File: config.mk
export PLATFORM = sky130hd
export DESIGN_NAME = tam_monitor
export DESIGN_NICKNAME = d
export VERILOG_FILES = /design/src/include/tam_pkg.sv /design/src/logic/tam_monitor.sv
export SDC_FILE = /design/constraint.sdc
export NUM_CORES = 1
export LEC_CHECK = 0
export BUFFER_PORTS_ARGS = -buffer_cell sky130_fd_sc_hd__clkbuf_2
export CAP_MARGIN = 20
export CORE_AREA = 2 2 123 244
export DETAILED_ROUTE_END_ITERATION = 10
export DIE_AREA = 0 0 125 246
export GPL_TIMING_DRIVEN = 0
export PLACE_DENSITY = 0.71
export SLEW_MARGIN = 20
export SYNTH_ARGS = -nofsm -noshare
export SYNTH_HDL_FRONTEND = slang
export SYNTH_SLANG_ARGS = --single-unit
File: constraint.sdc
create_clock -name clk_sys -period 4.9 [get_ports clk_sys]
set_input_delay 0.98 -clock clk_sys [delete_from_list [all_inputs] [get_ports clk_sys]]
set_output_delay 0.98 -clock clk_sys [all_outputs]
set_load 0.02 [all_outputs]
File: src/include/tam_pkg.sv
package tam_pkg;

	localparam int CLK_HZ = 20_000_000;
	localparam int HALF_SEC_DIV = CLK_HZ / 2;
	localparam int DIV_W = 25;
	localparam int SEC_PER_MIN = 60;
	localparam int TIMEOUT_S = 15;
	localparam int DELAY_MIN = 45;
	localparam int SIL_SHORT_MIN = 5;
	localparam int SIL_LONG_MIN = 45;
	localparam logic [5:0] MENU_TIMEOUT_HALF = 6'(TIMEOUT_S * 2);
	localparam logic [12:0] DELAY_HALF = 13'(DELAY_MIN * SEC_PER_MIN * 2);
	localparam logic [12:0] SIL_SHORT_HALF =
		13'(SIL_SHORT_MIN * SEC_PER_MIN * 2);
	localparam logic [12:0] SIL_LONG_HALF =
		13'(SIL_LONG_MIN * SEC_PER_MIN * 2);
	localparam logic [1:0] FLASH_HALVES = 2'h2;

	typedef logic signed [9:0] tam_temp_type;
	localparam tam_temp_type LIMIT_MIN = -10'sh028;
	localparam tam_temp_type LIMIT_MAX = 10'sh0c7;
	localparam tam_temp_type CAL_MIN = -10'sh01e;
	localparam tam_temp_type CAL_MAX = 10'sh01e;
	localparam tam_temp_type UPPER_RST = 10'sh032;
	localparam tam_temp_type LOWER_RST = 10'sh000;
	localparam tam_temp_type CAL_RST = 10'sh000;

	localparam logic [7:0] ADDR_CTRL = 8'h00;
	localparam logic [7:0] ADDR_STATUS = 8'h04;
	localparam logic [7:0] ADDR_LIMITS = 8'h08;
	localparam logic [7:0] ADDR_LOGS = 8'h0c;
	localparam logic [7:0] ADDR_CAL = 8'h10;
	localparam int CTRL_RESET_BIT = 0;
	localparam int CTRL_LOCK_BIT = 1;
	localparam logic [1:0] RESP_OKAY = 2'h0;
	localparam logic [1:0] RESP_SLVERR = 2'h2;

	typedef enum logic [2:0] {
		MENU_RUN = 3'h0,
		MENU_HI_LIM = 3'h1,
		MENU_LO_LIM = 3'h3,
		MENU_MAX = 3'h2,
		MENU_MIN = 3'h6,
		MENU_CAL = 3'h7,
		MENU_DONE = 3'h5
	} tam_menu_type;

	typedef struct packed {
		logic delay_on;
		logic manual_reset;
		logic sil3;
		logic sil4;
	} tam_dip_type;

	typedef struct packed {
		tam_menu_type menu;
		logic cfg_taken;
		tam_dip_type dip;
		logic [2:0] btn_prev;
		logic rst_prev;
		logic pwr_prev;
		logic sw_rst;
		logic lock;
		logic [DIV_W-1:0] div_cnt;
		logic half_tick;
		logic phase;
		logic [5:0] idle_cnt;
		logic [1:0] flash_cnt;
		tam_temp_type upper;
		tam_temp_type lower;
		tam_temp_type cal;
		tam_temp_type max_log;
		tam_temp_type min_log;
		tam_temp_type edit_upper;
		tam_temp_type edit_lower;
		tam_temp_type edit_cal;
		tam_temp_type disp;
		logic [12:0] exc_cnt;
		logic [12:0] sil_cnt;
		logic alarm;
		logic audible;
		logic blank;
		logic batt;
		logic power_out;
		logic aw_got;
		logic w_got;
		logic awready;
		logic wready;
		logic bvalid;
		logic [1:0] bresp;
		logic [7:0] awaddr;
		logic [31:0] wdata;
		logic [3:0] wstrb;
		logic arready;
		logic rvalid;
		logic [1:0] rresp;
		logic [31:0] rdata;
	} tam_state_type;

endpackage

File: src/logic/tam_monitor.sv
// Operation
// - Set steps limits, logs, then offset
// - Upper limit held within -40..199
// - Lower limit held within -40..199
// - Track maximum; reset press clears it
// - Track minimum; reset press clears it
// - Offset -30..30 added before display
// - Up/down step one degree; set accepts
// - Idle over 15 s abandons edits
// - Save only on completion, flash once
// - Alarm immediate or after 45 minutes
// - Auto mode clears alarm on recovery
// - Manual mode latches until reset press
// - Reset press silences audible alarm
// - Switches pick none, 5 or 45 min silence
// - Both silence switches disable all alarms
// - Three dots while battery low
// - After power loss, reset shows and sounds
// - Active alarm flashes the display
//
// The implementer's own choices: the AXI4-Lite register port and the address map.
`timescale 1ns/1ps

module tam_monitor
	import tam_pkg::*;
#(
	parameter logic [DIV_W-1:0] HALF_SEC_CYCLES = DIV_W'(HALF_SEC_DIV)
) (
	input wire logic clk_sys,
	input wire logic rst_n,
	input wire logic btn_set,
	input wire logic btn_up,
	input wire logic btn_down,
	input wire logic btn_reset,
	input wire tam_temp_type temp_in,
	input wire tam_dip_type dip_sw,
	input wire logic batt_low,
	input wire logic power_lost,
	input wire logic [7:0] s_axi_awaddr,
	input wire logic s_axi_awvalid,
	output logic s_axi_awready,
	input wire logic [31:0] s_axi_wdata,
	input wire logic [3:0] s_axi_wstrb,
	input wire logic s_axi_wvalid,
	output logic s_axi_wready,
	output logic [1:0] s_axi_bresp,
	output logic s_axi_bvalid,
	input wire logic s_axi_bready,
	input wire logic [7:0] s_axi_araddr,
	input wire logic s_axi_arvalid,
	output logic s_axi_arready,
	output logic [31:0] s_axi_rdata,
	output logic [1:0] s_axi_rresp,
	output logic s_axi_rvalid,
	input wire logic s_axi_rready,
	output tam_temp_type disp_value,
	output logic disp_blank,
	output tam_menu_type menu_item,
	output logic alarm_audible,
	output logic alarm_relay,
	output logic batt_dots
);
	tam_state_type st;
	tam_state_type n;
	logic set_p;
	logic up_p;
	logic down_p;
	logic rst_p;
	logic disabled;
	logic exc;
	logic armed;
	logic [12:0] sil_lim;
	tam_temp_type shown_now;
	function automatic tam_temp_type clamp(input logic signed [10:0] v,
		input tam_temp_type lo, input tam_temp_type hi);
		clamp = (v < 11'(lo)) ? lo : (v > 11'(hi)) ? hi : v[9:0];
	endfunction
	function automatic tam_temp_type step(input tam_temp_type v,
		input logic up, input logic down, input tam_temp_type lo,
		input tam_temp_type hi);
		step = clamp(11'(v) + (up ? 11'sh001 :
			down ? 11'sh7ff : 11'sh000), lo, hi);
	endfunction
	function automatic logic addr_ok(input logic [7:0] a);
		addr_ok = a[7:2] <= ADDR_CAL[7:2];
	endfunction
	function automatic logic [15:0] ext(input tam_temp_type v);
		ext = {{6{v[9]}}, v};
	endfunction

	////////////////////////////////////////////////////////////////////
	always_comb begin
		n = st;
		set_p = btn_set & ~st.btn_prev[2] & ~st.lock;
		up_p = btn_up & ~st.btn_prev[1] & ~st.lock;
		down_p = btn_down & ~st.btn_prev[0] & ~st.lock;
		rst_p = (btn_reset & ~st.rst_prev) | st.sw_rst;
		disabled = st.dip.sil3 & st.dip.sil4;
		shown_now = clamp(11'(temp_in) + 11'(st.cal), LIMIT_MIN,
			LIMIT_MAX);
		exc = (shown_now > st.upper) || (shown_now < st.lower);
		armed = exc && (!st.dip.delay_on || st.exc_cnt == DELAY_HALF);
		case ({st.dip.sil3, st.dip.sil4})
			2'h1: sil_lim = SIL_SHORT_HALF;
			2'h2: sil_lim = SIL_LONG_HALF;
			default: sil_lim = 13'h0000;
		endcase
		n.btn_prev = {btn_set, btn_up, btn_down};
		n.rst_prev = btn_reset;
		n.pwr_prev = power_lost;
		n.sw_rst = 1'b0;
		n.batt = batt_low;
		// Half-second divider; seconds and minutes count these pulses
		n.half_tick = 1'b0;
		if (st.div_cnt == HALF_SEC_CYCLES - 1'b1) begin
			n.div_cnt = '0;
			n.half_tick = 1'b1;
			n.phase = ~st.phase;
		end else begin
			n.div_cnt = st.div_cnt + 1'b1;
		end
		if (st.half_tick && st.flash_cnt != 2'h0) begin
			n.flash_cnt = st.flash_cnt - 2'h1;
		end
		if (!st.cfg_taken) begin
			// Switches are read once, at the first edge after reset
			n.cfg_taken = 1'b1;
			n.dip = dip_sw;
			n.upper = UPPER_RST;
			n.lower = LOWER_RST;
			n.cal = CAL_RST;
			n.max_log = shown_now;
			n.min_log = shown_now;
		end else begin
			////////////////////////////////////////////////////////////
			if (rst_p) begin
				n.max_log = shown_now;
				n.min_log = shown_now;
			end else begin
				if (shown_now > st.max_log) begin
					n.max_log = shown_now;
				end
				if (shown_now < st.min_log) begin
					n.min_log = shown_now;
				end
			end
			////////////////////////////////////////////////////////////
			if (set_p || up_p || down_p) begin
				n.idle_cnt = 6'h00;
			end else if (st.half_tick && st.menu != MENU_RUN) begin
				n.idle_cnt = st.idle_cnt + 6'h01;
			end
			// Edits live in shadow copies, so dropping out discards them
			if (st.menu != MENU_RUN && st.idle_cnt > MENU_TIMEOUT_HALF)
			begin
				n.menu = MENU_RUN;
			end else begin
				case (st.menu)
					MENU_RUN: begin
						if (set_p) begin
							n.menu = MENU_HI_LIM;
							n.edit_upper = st.upper;
							n.edit_lower = st.lower;
							n.edit_cal = st.cal;
						end
					end
					MENU_HI_LIM: begin
						if (set_p) begin
							n.menu = MENU_LO_LIM;
						end else begin
							n.edit_upper = step(st.edit_upper, up_p,
								down_p, LIMIT_MIN, LIMIT_MAX);
						end
					end
					MENU_LO_LIM: begin
						if (set_p) begin
							n.menu = MENU_MAX;
						end else begin
							n.edit_lower = step(st.edit_lower, up_p,
								down_p, LIMIT_MIN, LIMIT_MAX);
						end
					end
					MENU_MAX: begin
						if (set_p) begin
							n.menu = MENU_MIN;
						end
					end
					MENU_MIN: begin
						if (set_p) begin
							n.menu = MENU_CAL;
						end
					end
					MENU_CAL: begin
						if (set_p) begin
							n.menu = MENU_DONE;
							n.upper = st.edit_upper;
							n.lower = st.edit_lower;
							n.cal = st.edit_cal;
							n.flash_cnt = FLASH_HALVES;
						end else begin
							n.edit_cal = step(st.edit_cal, up_p, down_p,
								CAL_MIN, CAL_MAX);
						end
					end
					MENU_DONE: begin
						if (set_p) begin
							n.menu = MENU_RUN;
						end
					end
					default: begin
						n.menu = MENU_RUN;
					end
				endcase
			end
			////////////////////////////////////////////////////////////
			if (!exc) begin
				n.exc_cnt = 13'h0000;
			end else if (st.half_tick && st.exc_cnt != DELAY_HALF) begin
				n.exc_cnt = st.exc_cnt + 13'h0001;
			end
			if (st.audible && st.half_tick && sil_lim != 13'h0000) begin
				n.sil_cnt = st.sil_cnt + 13'h0001;
			end
			if (disabled) begin
				n.alarm = 1'b0;
				n.audible = 1'b0;
			end else begin
				if (armed && !st.alarm) begin
					n.alarm = 1'b1;
					n.audible = 1'b1;
					n.sil_cnt = 13'h0000;
				end else if (!exc && !st.dip.manual_reset) begin
					// A power-out sounder is no excursion; recovery keeps it
					n.alarm = 1'b0;
					n.audible = st.audible && !st.alarm;
				end else if (rst_p && !exc) begin
					n.alarm = 1'b0;
				end
				if (rst_p) begin
					n.audible = 1'b0;
				end else if (sil_lim != 13'h0000 && st.sil_cnt >= sil_lim)
				begin
					n.audible = 1'b0;
				end
			end
			// Only a fresh loss arms the dark display, not the level
			if (power_lost && !st.pwr_prev) begin
				n.power_out = 1'b1;
			end else if (st.power_out && rst_p) begin
				n.power_out = 1'b0;
				n.audible = 1'b1;
				n.sil_cnt = 13'h0000;
			end
		end
		case (n.menu)
			MENU_HI_LIM: n.disp = n.edit_upper;
			MENU_LO_LIM: n.disp = n.edit_lower;
			MENU_MAX: n.disp = n.max_log;
			MENU_MIN: n.disp = n.min_log;
			MENU_CAL: n.disp = n.edit_cal;
			default: n.disp = shown_now;
		endcase
		n.blank = n.power_out || n.flash_cnt == 2'h1 ||
			(n.alarm && !disabled && n.phase);
		////////////////////////////////////////////////////////////////
		if (s_axi_awvalid && st.awready) begin
			n.aw_got = 1'b1;
			n.awaddr = s_axi_awaddr;
		end
		if (s_axi_wvalid && st.wready) begin
			n.w_got = 1'b1;
			n.wdata = s_axi_wdata;
			n.wstrb = s_axi_wstrb;
		end
		if (st.bvalid && s_axi_bready) begin
			n.bvalid = 1'b0;
		end
		if (st.aw_got && st.w_got && !st.bvalid) begin
			n.aw_got = 1'b0;
			n.w_got = 1'b0;
			n.bvalid = 1'b1;
			n.bresp = addr_ok(st.awaddr) ? RESP_OKAY : RESP_SLVERR;
			if ({st.awaddr[7:2], 2'h0} == ADDR_CTRL && st.wstrb[0]) begin
				n.sw_rst = st.wdata[CTRL_RESET_BIT];
				n.lock = st.wdata[CTRL_LOCK_BIT];
			end
		end
		n.awready = !n.aw_got && !n.bvalid;
		n.wready = !n.w_got && !n.bvalid;
		if (st.rvalid && s_axi_rready) begin
			n.rvalid = 1'b0;
		end
		if (s_axi_arvalid && st.arready) begin
			n.rvalid = 1'b1;
			n.rresp = addr_ok(s_axi_araddr) ? RESP_OKAY : RESP_SLVERR;
			if ({s_axi_araddr[7:2], 2'h0} == ADDR_CTRL) begin
				n.rdata = {30'h0, st.lock, 1'b0};
			end else if ({s_axi_araddr[7:2], 2'h0} == ADDR_STATUS) begin
				n.rdata = {20'h0, st.dip, 1'b0, st.menu, st.power_out,
					st.batt, st.audible, st.alarm};
			end else if ({s_axi_araddr[7:2], 2'h0} == ADDR_LIMITS) begin
				n.rdata = {ext(st.lower), ext(st.upper)};
			end else if ({s_axi_araddr[7:2], 2'h0} == ADDR_LOGS) begin
				n.rdata = {ext(st.min_log), ext(st.max_log)};
			end else if ({s_axi_araddr[7:2], 2'h0} == ADDR_CAL) begin
				n.rdata = {ext(shown_now), ext(st.cal)};
			end else begin
				n.rdata = 32'h0000_0000;
			end
		end
		n.arready = !n.rvalid;
	end
	////////////////////////////////////////////////////////////////////
	always_ff @(posedge clk_sys or negedge rst_n) begin
		if (!rst_n) begin
			st <= '0;
		end else begin
			st <= n;
		end
	end
	assign s_axi_awready = st.awready;
	assign s_axi_wready = st.wready;
	assign s_axi_bvalid = st.bvalid;
	assign s_axi_bresp = st.bresp;
	assign s_axi_arready = st.arready;
	assign s_axi_rvalid = st.rvalid;
	assign s_axi_rresp = st.rresp;
	assign s_axi_rdata = st.rdata;
	assign disp_value = st.disp;
	assign disp_blank = st.blank;
	assign menu_item = st.menu;
	assign alarm_audible = st.audible;
	assign alarm_relay = st.alarm;
	assign batt_dots = st.batt;
endmodule

Word level (Yosys, flattened, before mapping) --
Cells that the tools add are included. Widths: inputs -> output; s select.
Cells by class: add/sub/neg operators 9, multiplexer cells 80, $lt $le $gt $ge 16, bitwise logic cells 15, reductions and logical operators 54, equal/unequal tests 25
Operators with widths (count):
- $mux 32 | 8
- $mux 10 | 13
- $mux 13 | 7
- $mux 30 | 3
- $pmux 10 s2 | 3
- $mux 50 | 1
- $pmux 10 s5 | 1
- $mux 35 | 1
- $add 10x11->11 | 3
- $gt 11x9->1 const B | 3
- $lt 11x7->1 const B | 3
- $mux 3 | 10
- $add 13x1->13 const B | 2
- $logic_and 1x1->1 | 26
- $pmux 13 s2 | 1
- $add 25x1->25 const B | 1
- $eq 25x24->1 const B | 1
- $mux 25 | 1
- $mux 11 | 2
- $mux 2 | 11
- $pmux 3 s7 | 1
- $gt 10x10->1 | 2
- $lt 10x10->1 | 2
- $mux 20 | 1
- 34 further kinds | 92
Storage, ports and cells: flip-flop bits (word level) 225, word-level logic and storage cells 244, output and inout bits 58, input bits 79

Depth between registers and ports, before layout --
Gate-level depths: netlist (run 1).
depth in word-level cells 20, gate-level depth with buffers 24, gate-level depth less buffers 22

Worst setup path before layout (run 1) --
OpenSTA, ideal clock, no wires.
path kind in2reg, from input temp_in[0], to register st, in the netlist disp_value[2], buffers on the path 2, library setup time 129 ps, stages on the path 22, arrival 5171 ps, required time 4771 ps, slack -400 ps, cells stage by stage ha_1 fa_1 nand3_1 nand2b_1 a21oi_2 o311a_1 buf_2 inv_1 a21oi_2 o21a_1 ha_1 a21o_1 a21oi_1 o21ai_0 o41ai_1 a21boi_0 o211ai_1 a31oi_4 buf_2 mux2_1 a221oi_1 a21oi_1
RTL lines:
- from (decl) | line tam_monitor.sv:35 | input wire tam_temp_type temp_in,
- to (signal assigned) | line tam_monitor.sv:318 | st <= n;
- to (decl) | line tam_monitor.sv:63 | tam_state_type st;

Worst setup path after layout (run 1) --
from input temp_in[1], to register st[101] (netlist bit)
On the way: longest elaborated chain between the ends 12, elaborated cells on any way between the ends 14, classes of those cells add/sub (1); order compare (4); mux (6); reduce/logical (3)
RTL lines:
- $add 10x10->11 * | line tam_monitor.sv:99 | shown_now = clamp(11'(temp_in) + 11'(st.cal), LIMIT_MIN,
- $gt 11x9->1 | line tam_monitor.sv:76 | clamp = (v < 11'(lo)) ? lo : (v > 11'(hi)) ? hi : v[9:0];
- $mux 10 | line tam_monitor.sv:76
- $mux 10 * | line tam_monitor.sv:76
- $gt 10x10->1 or $lt 10x10->1 (tied branches) | line tam_monitor.sv:101 | exc = (shown_now > st.upper) || (shown_now < st.lower);
- $logic_or 1x1->1 * | line tam_monitor.sv:101
- $logic_and 1x1->1 * | line tam_monitor.sv:102 | armed = exc && (!st.dip.delay_on || st.exc_cnt == DELAY_HALF);
- $logic_and 1x1->1 * | line tam_monitor.sv:228 | if (armed && !st.alarm) begin
- $mux 13 * | line tam_monitor.sv:228
- $mux 13 * | line tam_monitor.sv:224 | if (disabled) begin
- $mux 13 | line tam_monitor.sv:249 | end else if (st.power_out && rst_p) begin
- $mux 13 * | line tam_monitor.sv:247 | if (power_lost && !st.pwr_prev) begin
Mark *: on every way between the ends. The rest lies on a longest branch, timed or not. A chain may end at the register's enable or synchronous reset.

==> results of run 1 <==
## per-stage QoR
step           instances  hold WS, ps  utilization [%]  worst slack, ps
2_1_floorplan       1608          427                -             -136
3_3_place_gp        2065          443             53.3            -1340
3_5_place_dp        2068          454             53.5            -1350
4_1_cts             2141          453             57.9            -9.87
5_1_grt             2156          482             59.6             -120
6_report            2156          435             59.6             12.1
## power groups by stage
stage | logic (µW) | clock network (µW) | registers, µW
detailed placement | 3040 | 0 | 2320
finish | 3360 | 1770 | 2300
global placement | 2980 | 0 | 2310
CTS | 3190 | 1790 | 2290
global route | 3610 | 1850 | 2330
floorplan | 2150 | 0 | 2230
## worst reg2reg max path: stages (launching register included)
cell and delay (ps):
dfrtp_2 510, ha_1 340, buf_4 180, and4_4 230, o31ai_1 80, a211o_4 400, nor3_4 270, o21ai_4 120
buf_4 150, a21oi_4 230, buf_12 160, ha_1 250, o21a_1 120, o21ai_1 160, a211o_1 180, o21ai_2 60
a211o_1 290, a31oi_4 210, o21ai_4 150, a31o_4 330, clkbuf_16 180, o21ai_2 140, a21o_1 120
## what timing repair did
item / in CTS / in global routing
setup buffers: 32 / 12
pin swaps: 18 / 47
setup endpoints to repair: 60 / 37
gates cloned: 1 / 3
resized for setup: 52 / 84
hold buffers: 0 / 0
## placed cells by master (no fill, tap or decap), types with 17 or more instances in the layout
cell       synthesis  final
clkbuf_2           0     96
mux2_2            22     22
nor2b_1           18     17
nand2_1          122    118
nand3_1           40     38
o31ai_1           24     22
nor3_1            36     32
clkbuf_1          45     47
nand4_1           21     21
dfrtp_1          212    204
xor2_1            39     37
a21oi_1          153    141
o21ai_1           42     40
a21o_1            29     29
xnor2_1           26     24
o21ai_0           69     63
inv_1             77     75
buf_4             49     85
and3_1            22     22
ha_1              96     85
clkbuf_16          0     24
a22o_1            31     30
nor2_1           151    147
## metal layers
metal / up-vias / global-route usage (%)
li1: 6168 / -
met1: 6370 / 30.1
met2: 492 / 55.0
met3: 217 / 3.37
met4: 0 / 25.1
met5: - / 0
## sequential cells by signal (all words and copies together) (netlist names), 3 cells and up
| signal | count |
|---|---|
| s_axi_rdata | 23 |
| disp_value | 10 |
| menu_item | 3 |
| st | 165 |
## cells by family after synthesis
logic type	after synthesis	share of synthesized area [%]
adder cells (fa/ha/maj)	100	8.97
multiplexers	31	2.44
AO/OA/AOI/OAI	506	23.5
other	2	0.0526
AND/OR/NAND/NOR	505	17.4
flip-flops	212	37.2
XOR/XNOR	65	3.99
buffers and inverters	186	6.52
## synth_stat cells (15+ instances only)
cell and count:
dfrtp_1 212, a21oi_1 153, nor2_1 151, nand2_1 122, ha_1 96, inv_1 77, o21ai_0 69, buf_4 49
clkbuf_1 45, o21ai_1 42, nand3_1 40, xor2_1 39, nor3_1 36, a22o_1 31, a21o_1 29, xnor2_1 26
o31ai_1 24, and3_1 22, mux2_2 22, nand4_1 21, nor2b_1 18, a31oi_1 15
## final timing paths
kind	start	endpoint	slack (ps)	cells past startpoint
worst max register to register	st[182]	st[101]	30	22
worst min-delay path	rst_n	st[132]	440	1
min in group clk_sys	st[218]	st[218]	460	1
worst min register to register	st[218]	st[218]	460	1
max in group asynchronous	rst_n	st[100]	3290	3
worst max-delay path	temp_in[1]	st[101]	10	23
## layout make-up
class / count / share of cell area (%)
timing repair inverter: 1 / 0.0437
buffer: 105 / 3.92
timing repair buffer: 148 / 5.93
sequential: 212 / 30.9
multi-input combinational: 1210 / 50.4
inverter: 80 / 1.80
clock buffer: 28 / 3.39
clock inverter: 12 / 0.968
tap: 360 / 2.62
==> metrics.txt, run 1 <==
Final Setup Violations=0; routed len/inst=roughly 22 µm; FF/Latch Area=approximately 0.0053 mm²; WL met2=~24000 µm; largest net degree at the start of global routing=93; io pins=~140; initial antenna violation count=0; Post-synth EDFFs=0; Fill cells=~2500; design area=between 0.015 and 0.02 mm²; vias in the first global route=approximately 13000; total core area=~0.029 mm²; delay-heaviest family, CP=compound AO/OA/AOI/OAI gates; H-tree lvl count=1; routed vias/inst=6.14; static leakage=approximately 0.0081 µW; worst skew pair latency=roughly 540 ps; Synth-to-Final Area Change=20.4%; measured slew at the worst slew-check pin=between 1000 and 1500 ps; Post-DRT Antenna Nets=0; Startpoint Class=primary input; Async SR Flop Fraction=between 90% and 100%; total CTS buffers=22; Fin. Hold Viols=0; CTS tree=done; Vias=~13000; Pwr Density=about 430 mW/mm²; Min Clock Period, post-route=4890 ps; Worst EP arrival=around 5400 ps; I/O Buffers=a little under 100; FP Rows=88; dominant synthesized flop cell=dfrtp_1; maximum vdd drop=between 0.3 and 0.4 mV; WL met3=2150 µm; clock sinks=around 210; met1 wire length=16200 µm; Clock Power Share=around a quarter; Tot GR Track Use=30.1%; placed inst area=approximately 0.015 mm²; synth unique cells=97; GP Congestion=around 1.0; sequential area share after synthesis=between 30% and 40%; worst path bufs/invs=4; Max Cap Viol=0; clock slew at reported path FFs=70 ps; slowest CP cell=a211o_4; worst min path class=in2async; Int Power=~4300 µW; multi-input logic area=slightly below 0.009 mm²; cell taking the most area after synthesis=dfrtp_1; top-area cell type share of the netlist area=a little under two fifths; combinational fraction of design power=between 40% and 50%; Critical Path End Type=register; fin. max-slew vios=0; ANT cells=0; die area=slightly above 0.03 mm²; sw frac=roughly two fifths; Synthesis Warnings=0; Synth Area per Inst=8.89 µm²; crit-path max FO=6; Top Layer Used=met4; crit-path cells=clkbuf_2 > ha_4 > a21o_1 > and4_4 > o31ai_1 > a211o_4 > nor3_4 > o21ai_4 > buf_4 > a21oi_4 > buf_12 > ha_1 > o21a_1 > o21ai_1 > a211o_1 > o21ai_2 > a211o_1 > a31oi_4 > o21ai_4 > a31o_4 > clkbuf_16 > o21ai_2 > a21o_1; clk buf depth=3; period utilisation layout=between 90 and 100%; status=finished clean; DIE HEIGHT=about 250 µm; Starting Density=between 40% and 50%; root buffer cell=clkbuf_16; Final nets=a little under 2000; DRC=0; setup TNS=0 ps; first-pass GRT wire length=approximately 72000 µm; Required @ worst endpoint=5390 ps; 1st-iter DRT viols=approximately 940; Slew HR=~29%; post-DP HPWL=between 30000 and 40000 µm; Seq cells post-synth=roughly 210; Power Total=between 7000 and 8000 µW; GRT Residual Overflow=0; Post-Syn Instances=roughly 1600; largest cells by area after synthesis=dfrtp_1 37%, ha_1 8.4%, a21oi_1 5.4%; synthesized area=approximately 0.014 mm²; kind of critical path=in2reg; layout cells sized above 1=between 20% and 30%; fmax=slightly above 200 MHz; slowest stage delay, CP=400 ps; RSZ-0062 raised after global routing=true; Layout Skew=between 20 and 30 ps; Sw Pwr=~3100 µW; Reg power frac=31.0%; TritonRoute pass-1 iters=6; Die X=between 100 and 150 µm; Routed Wire Length=47300 µm
Power figures use the tool's default switching activity.
==> run 2: changes to the inputs <==
PLACE_DENSITY = 0.68   (was 0.71)
clock period = 6.2 ns   (was 4.9 ns; I/O delays follow)
==> run 2 against run 1 <==
Cell count down 2.4%. Sequential power fell by 21%. Register-to-register slack better by 470 ps. Hold slack better by 28 ps.
==> metrics.txt, run 2 (synthesis results as in run 1) <==
post-DP HPWL=~35000 µm; DIE HEIGHT=246 µm; Die X=approximately 130 µm; H-tree lvl count=1; TritonRoute pass-1 iters=6; crit-path cells=clkbuf_2 > ha_1 > fa_1 > nand3_1 > nand2b_1 > a21oi_4 > o311a_1 > buf_2 > inv_1 > a21oi_2 > o21ai_2 > ha_1 > nor2b_1 > o21a_1 > o21ai_1 > a21oi_1 > o21ai_0 > o2111a_2 > clkbuf_2 > nand2_1 > o21ai_1 > o32ai_1 > o31ai_1; Setup WS pre-CTS=-902 ps; CTS tree=done; Final Setup Violations=0; Worst EP arrival=approximately 6300 ps; I/O Buffers=97; clock sinks=212; combinational fraction of design power=a little over two fifths; commonest non-fill, non-tap cell in the layout=dfrtp_1; total core area=a little under 0.03 mm²; Int Power=roughly 3200 µW; Min Clock Period, post-route=5930 ps; 1st-iter DRT viols=739; crit-path max FO=13; Pwr Density=347 mW/mm²; Critical Path End Type=register; Largest Register=st; Sw Pwr=between 2000 and 2500 µW; Fin. Hold Viols=0; Layout Skew=around 15 ps; initial antenna violation count=1; Reg2Reg Depth=22; root buffer cell=clkbuf_16; fmax=169 MHz; worst path bufs/invs=4; GP Congestion=1.01; Hold Startpoint=st[218]; DRC=0; Finished Layout Cells=between 2000 and 2500; routed len/inst=roughly 21 µm; Required @ worst endpoint=6560 ps; io pins=~140; delay-heaviest family, CP=compound AO/OA/AOI/OAI gates; worst min path class=reg2reg; Final nets=around 1900; clock slew at reported path FFs=about 70 ps; hold endpoint=st[218]; Slew HR=approximately 17%; Max Cap Viol=0; RSZ-0062 raised after global routing=false; Reg power frac=between 30% and 40%; slowest CP cell=o31ai_1; layout cells sized above 1=between 10% and 20%; setup TNS=0 ps; max reg flops=around 170; Tot GR Track Use=28.3%; total CTS buffers=21; Vias=12832; static leakage=approximately 0.0076 µW; Synth-to-Final Area Change=12.3%; sw frac=between 40 and 50%; measured slew at the worst slew-check pin=between 1000 and 1500 ps; cts hold-fix bufs=0; Reg2Reg Setup Slack=500 ps; final worst slack=about 270 ps; Clock Power Share=about a quarter; FP Rows=slightly below 90; highest-count cells in the layout ignoring fill and taps=212 x dfrtp_1, 152 x a21oi_1, 151 x nor2_1; routed vias/inst=between 6 and 7; placed insts=between 2000 and 2500; first-pass GRT wire length=between 60000 and 70000 µm; worst reg2reg startpoint=st[178]; maximum vdd drop=between 0.2 and 0.25 mV; Starting Density=49.5%; period utilisation layout=a little over nine tenths; status=finished clean; vias in the first global route=between 10000 and 15000; Fill cells=about 2700; Hold Path Stages=1; slowest stage delay, CP=roughly 500 ps; kind of critical path=in2reg; Startpoint Class=primary input; GRT Residual Overflow=0; Routed Wire Length=about 44000 µm; clk buf depth=3; reg2reg end=disp_value[0]; fin. max-slew vios=0; die area=between 0.03 and 0.04 mm²; largest net degree at the start of global routing=~90; Post-DRT Antenna Nets=0; worst skew pair latency=540 ps
-- run 2: area by class of cell --
type                    instances  area (µm²)  area share [%]
diodes                          1        2.50          0.0156
plain buffers                 106         632            3.94
clock buffers                  23         543            3.39
clock inverters                12         138           0.859
inverters                      80         304            1.90
multi-input cells            1210        8090            50.5
flip-flops and latches        212        5310            33.1
well taps                     360         450            2.81
repair buffers                100         561            3.50
-- run 2: worst max-delay path by stage --
| stage | endpoint | slack, ps | start | depth (start not counted) |
|---|---|---|---|---|
| floorplan | disp_value[2] | 640 | temp_in[0] | 22 |
| global route | st[111] | 10 | temp_in[0] | 23 |
| global placement | disp_value[5] | -830 | temp_in[0] | 20 |
| finish | disp_value[0] | 270 | temp_in[0] | 23 |
| CTS | disp_value[0] | 2 | temp_in[0] | 23 |
| detailed placement | disp_value[0] | -900 | temp_in[0] | 21 |
-- run 2: power by group through the flow --
stage          Combinational [µW]  Clock (µW)  Sequential, µW
6_report                     2440        1320            1810
5_1_grt                      2640        1390            1830
4_1_cts                      2390        1350            1800
3_5_place_dp                 2370           0            1820
3_3_place_gp                 2340           0            1820
2_1_floorplan                1680           0            1760
-- run 2: timing repair --
item,4_1_cts,5_1_grt
resized for setup,5,7
pin swaps,0,0
setup buffers,0,0
endpoints found under the setup margin,25,32
gates cloned,0,0
-- run 2: metal layers --
| layer | share of wire, % | wire length (µm) | up-vias | global-route usage [%] |
|---|---|---|---|---|
| met5 | 0 | 0 | - | 0 |
| li1 | - | - | 6054 | - |
| met2 | 50 | 22100 | 430 | 50.0 |
| met4 | 9.9 | 4360 | 0 | 24.2 |
| met1 | 35 | 15600 | 6154 | 29.3 |
| met3 | 4.9 | 2160 | 194 | 3.91 |
-- run 2: per-stage QoR --
step	hold slack [ps]	cell area [µm²]	total power, µW	utilization (%)
after CTS	469	16000	5530	55.5
after floorplan	427	14300	3440	-
final	463	16000	5570	55.6
after global routing	490	16000	5850	55.6
after global placement	456	15200	4150	52.8
after detailed placement	461	15300	4200	53.0
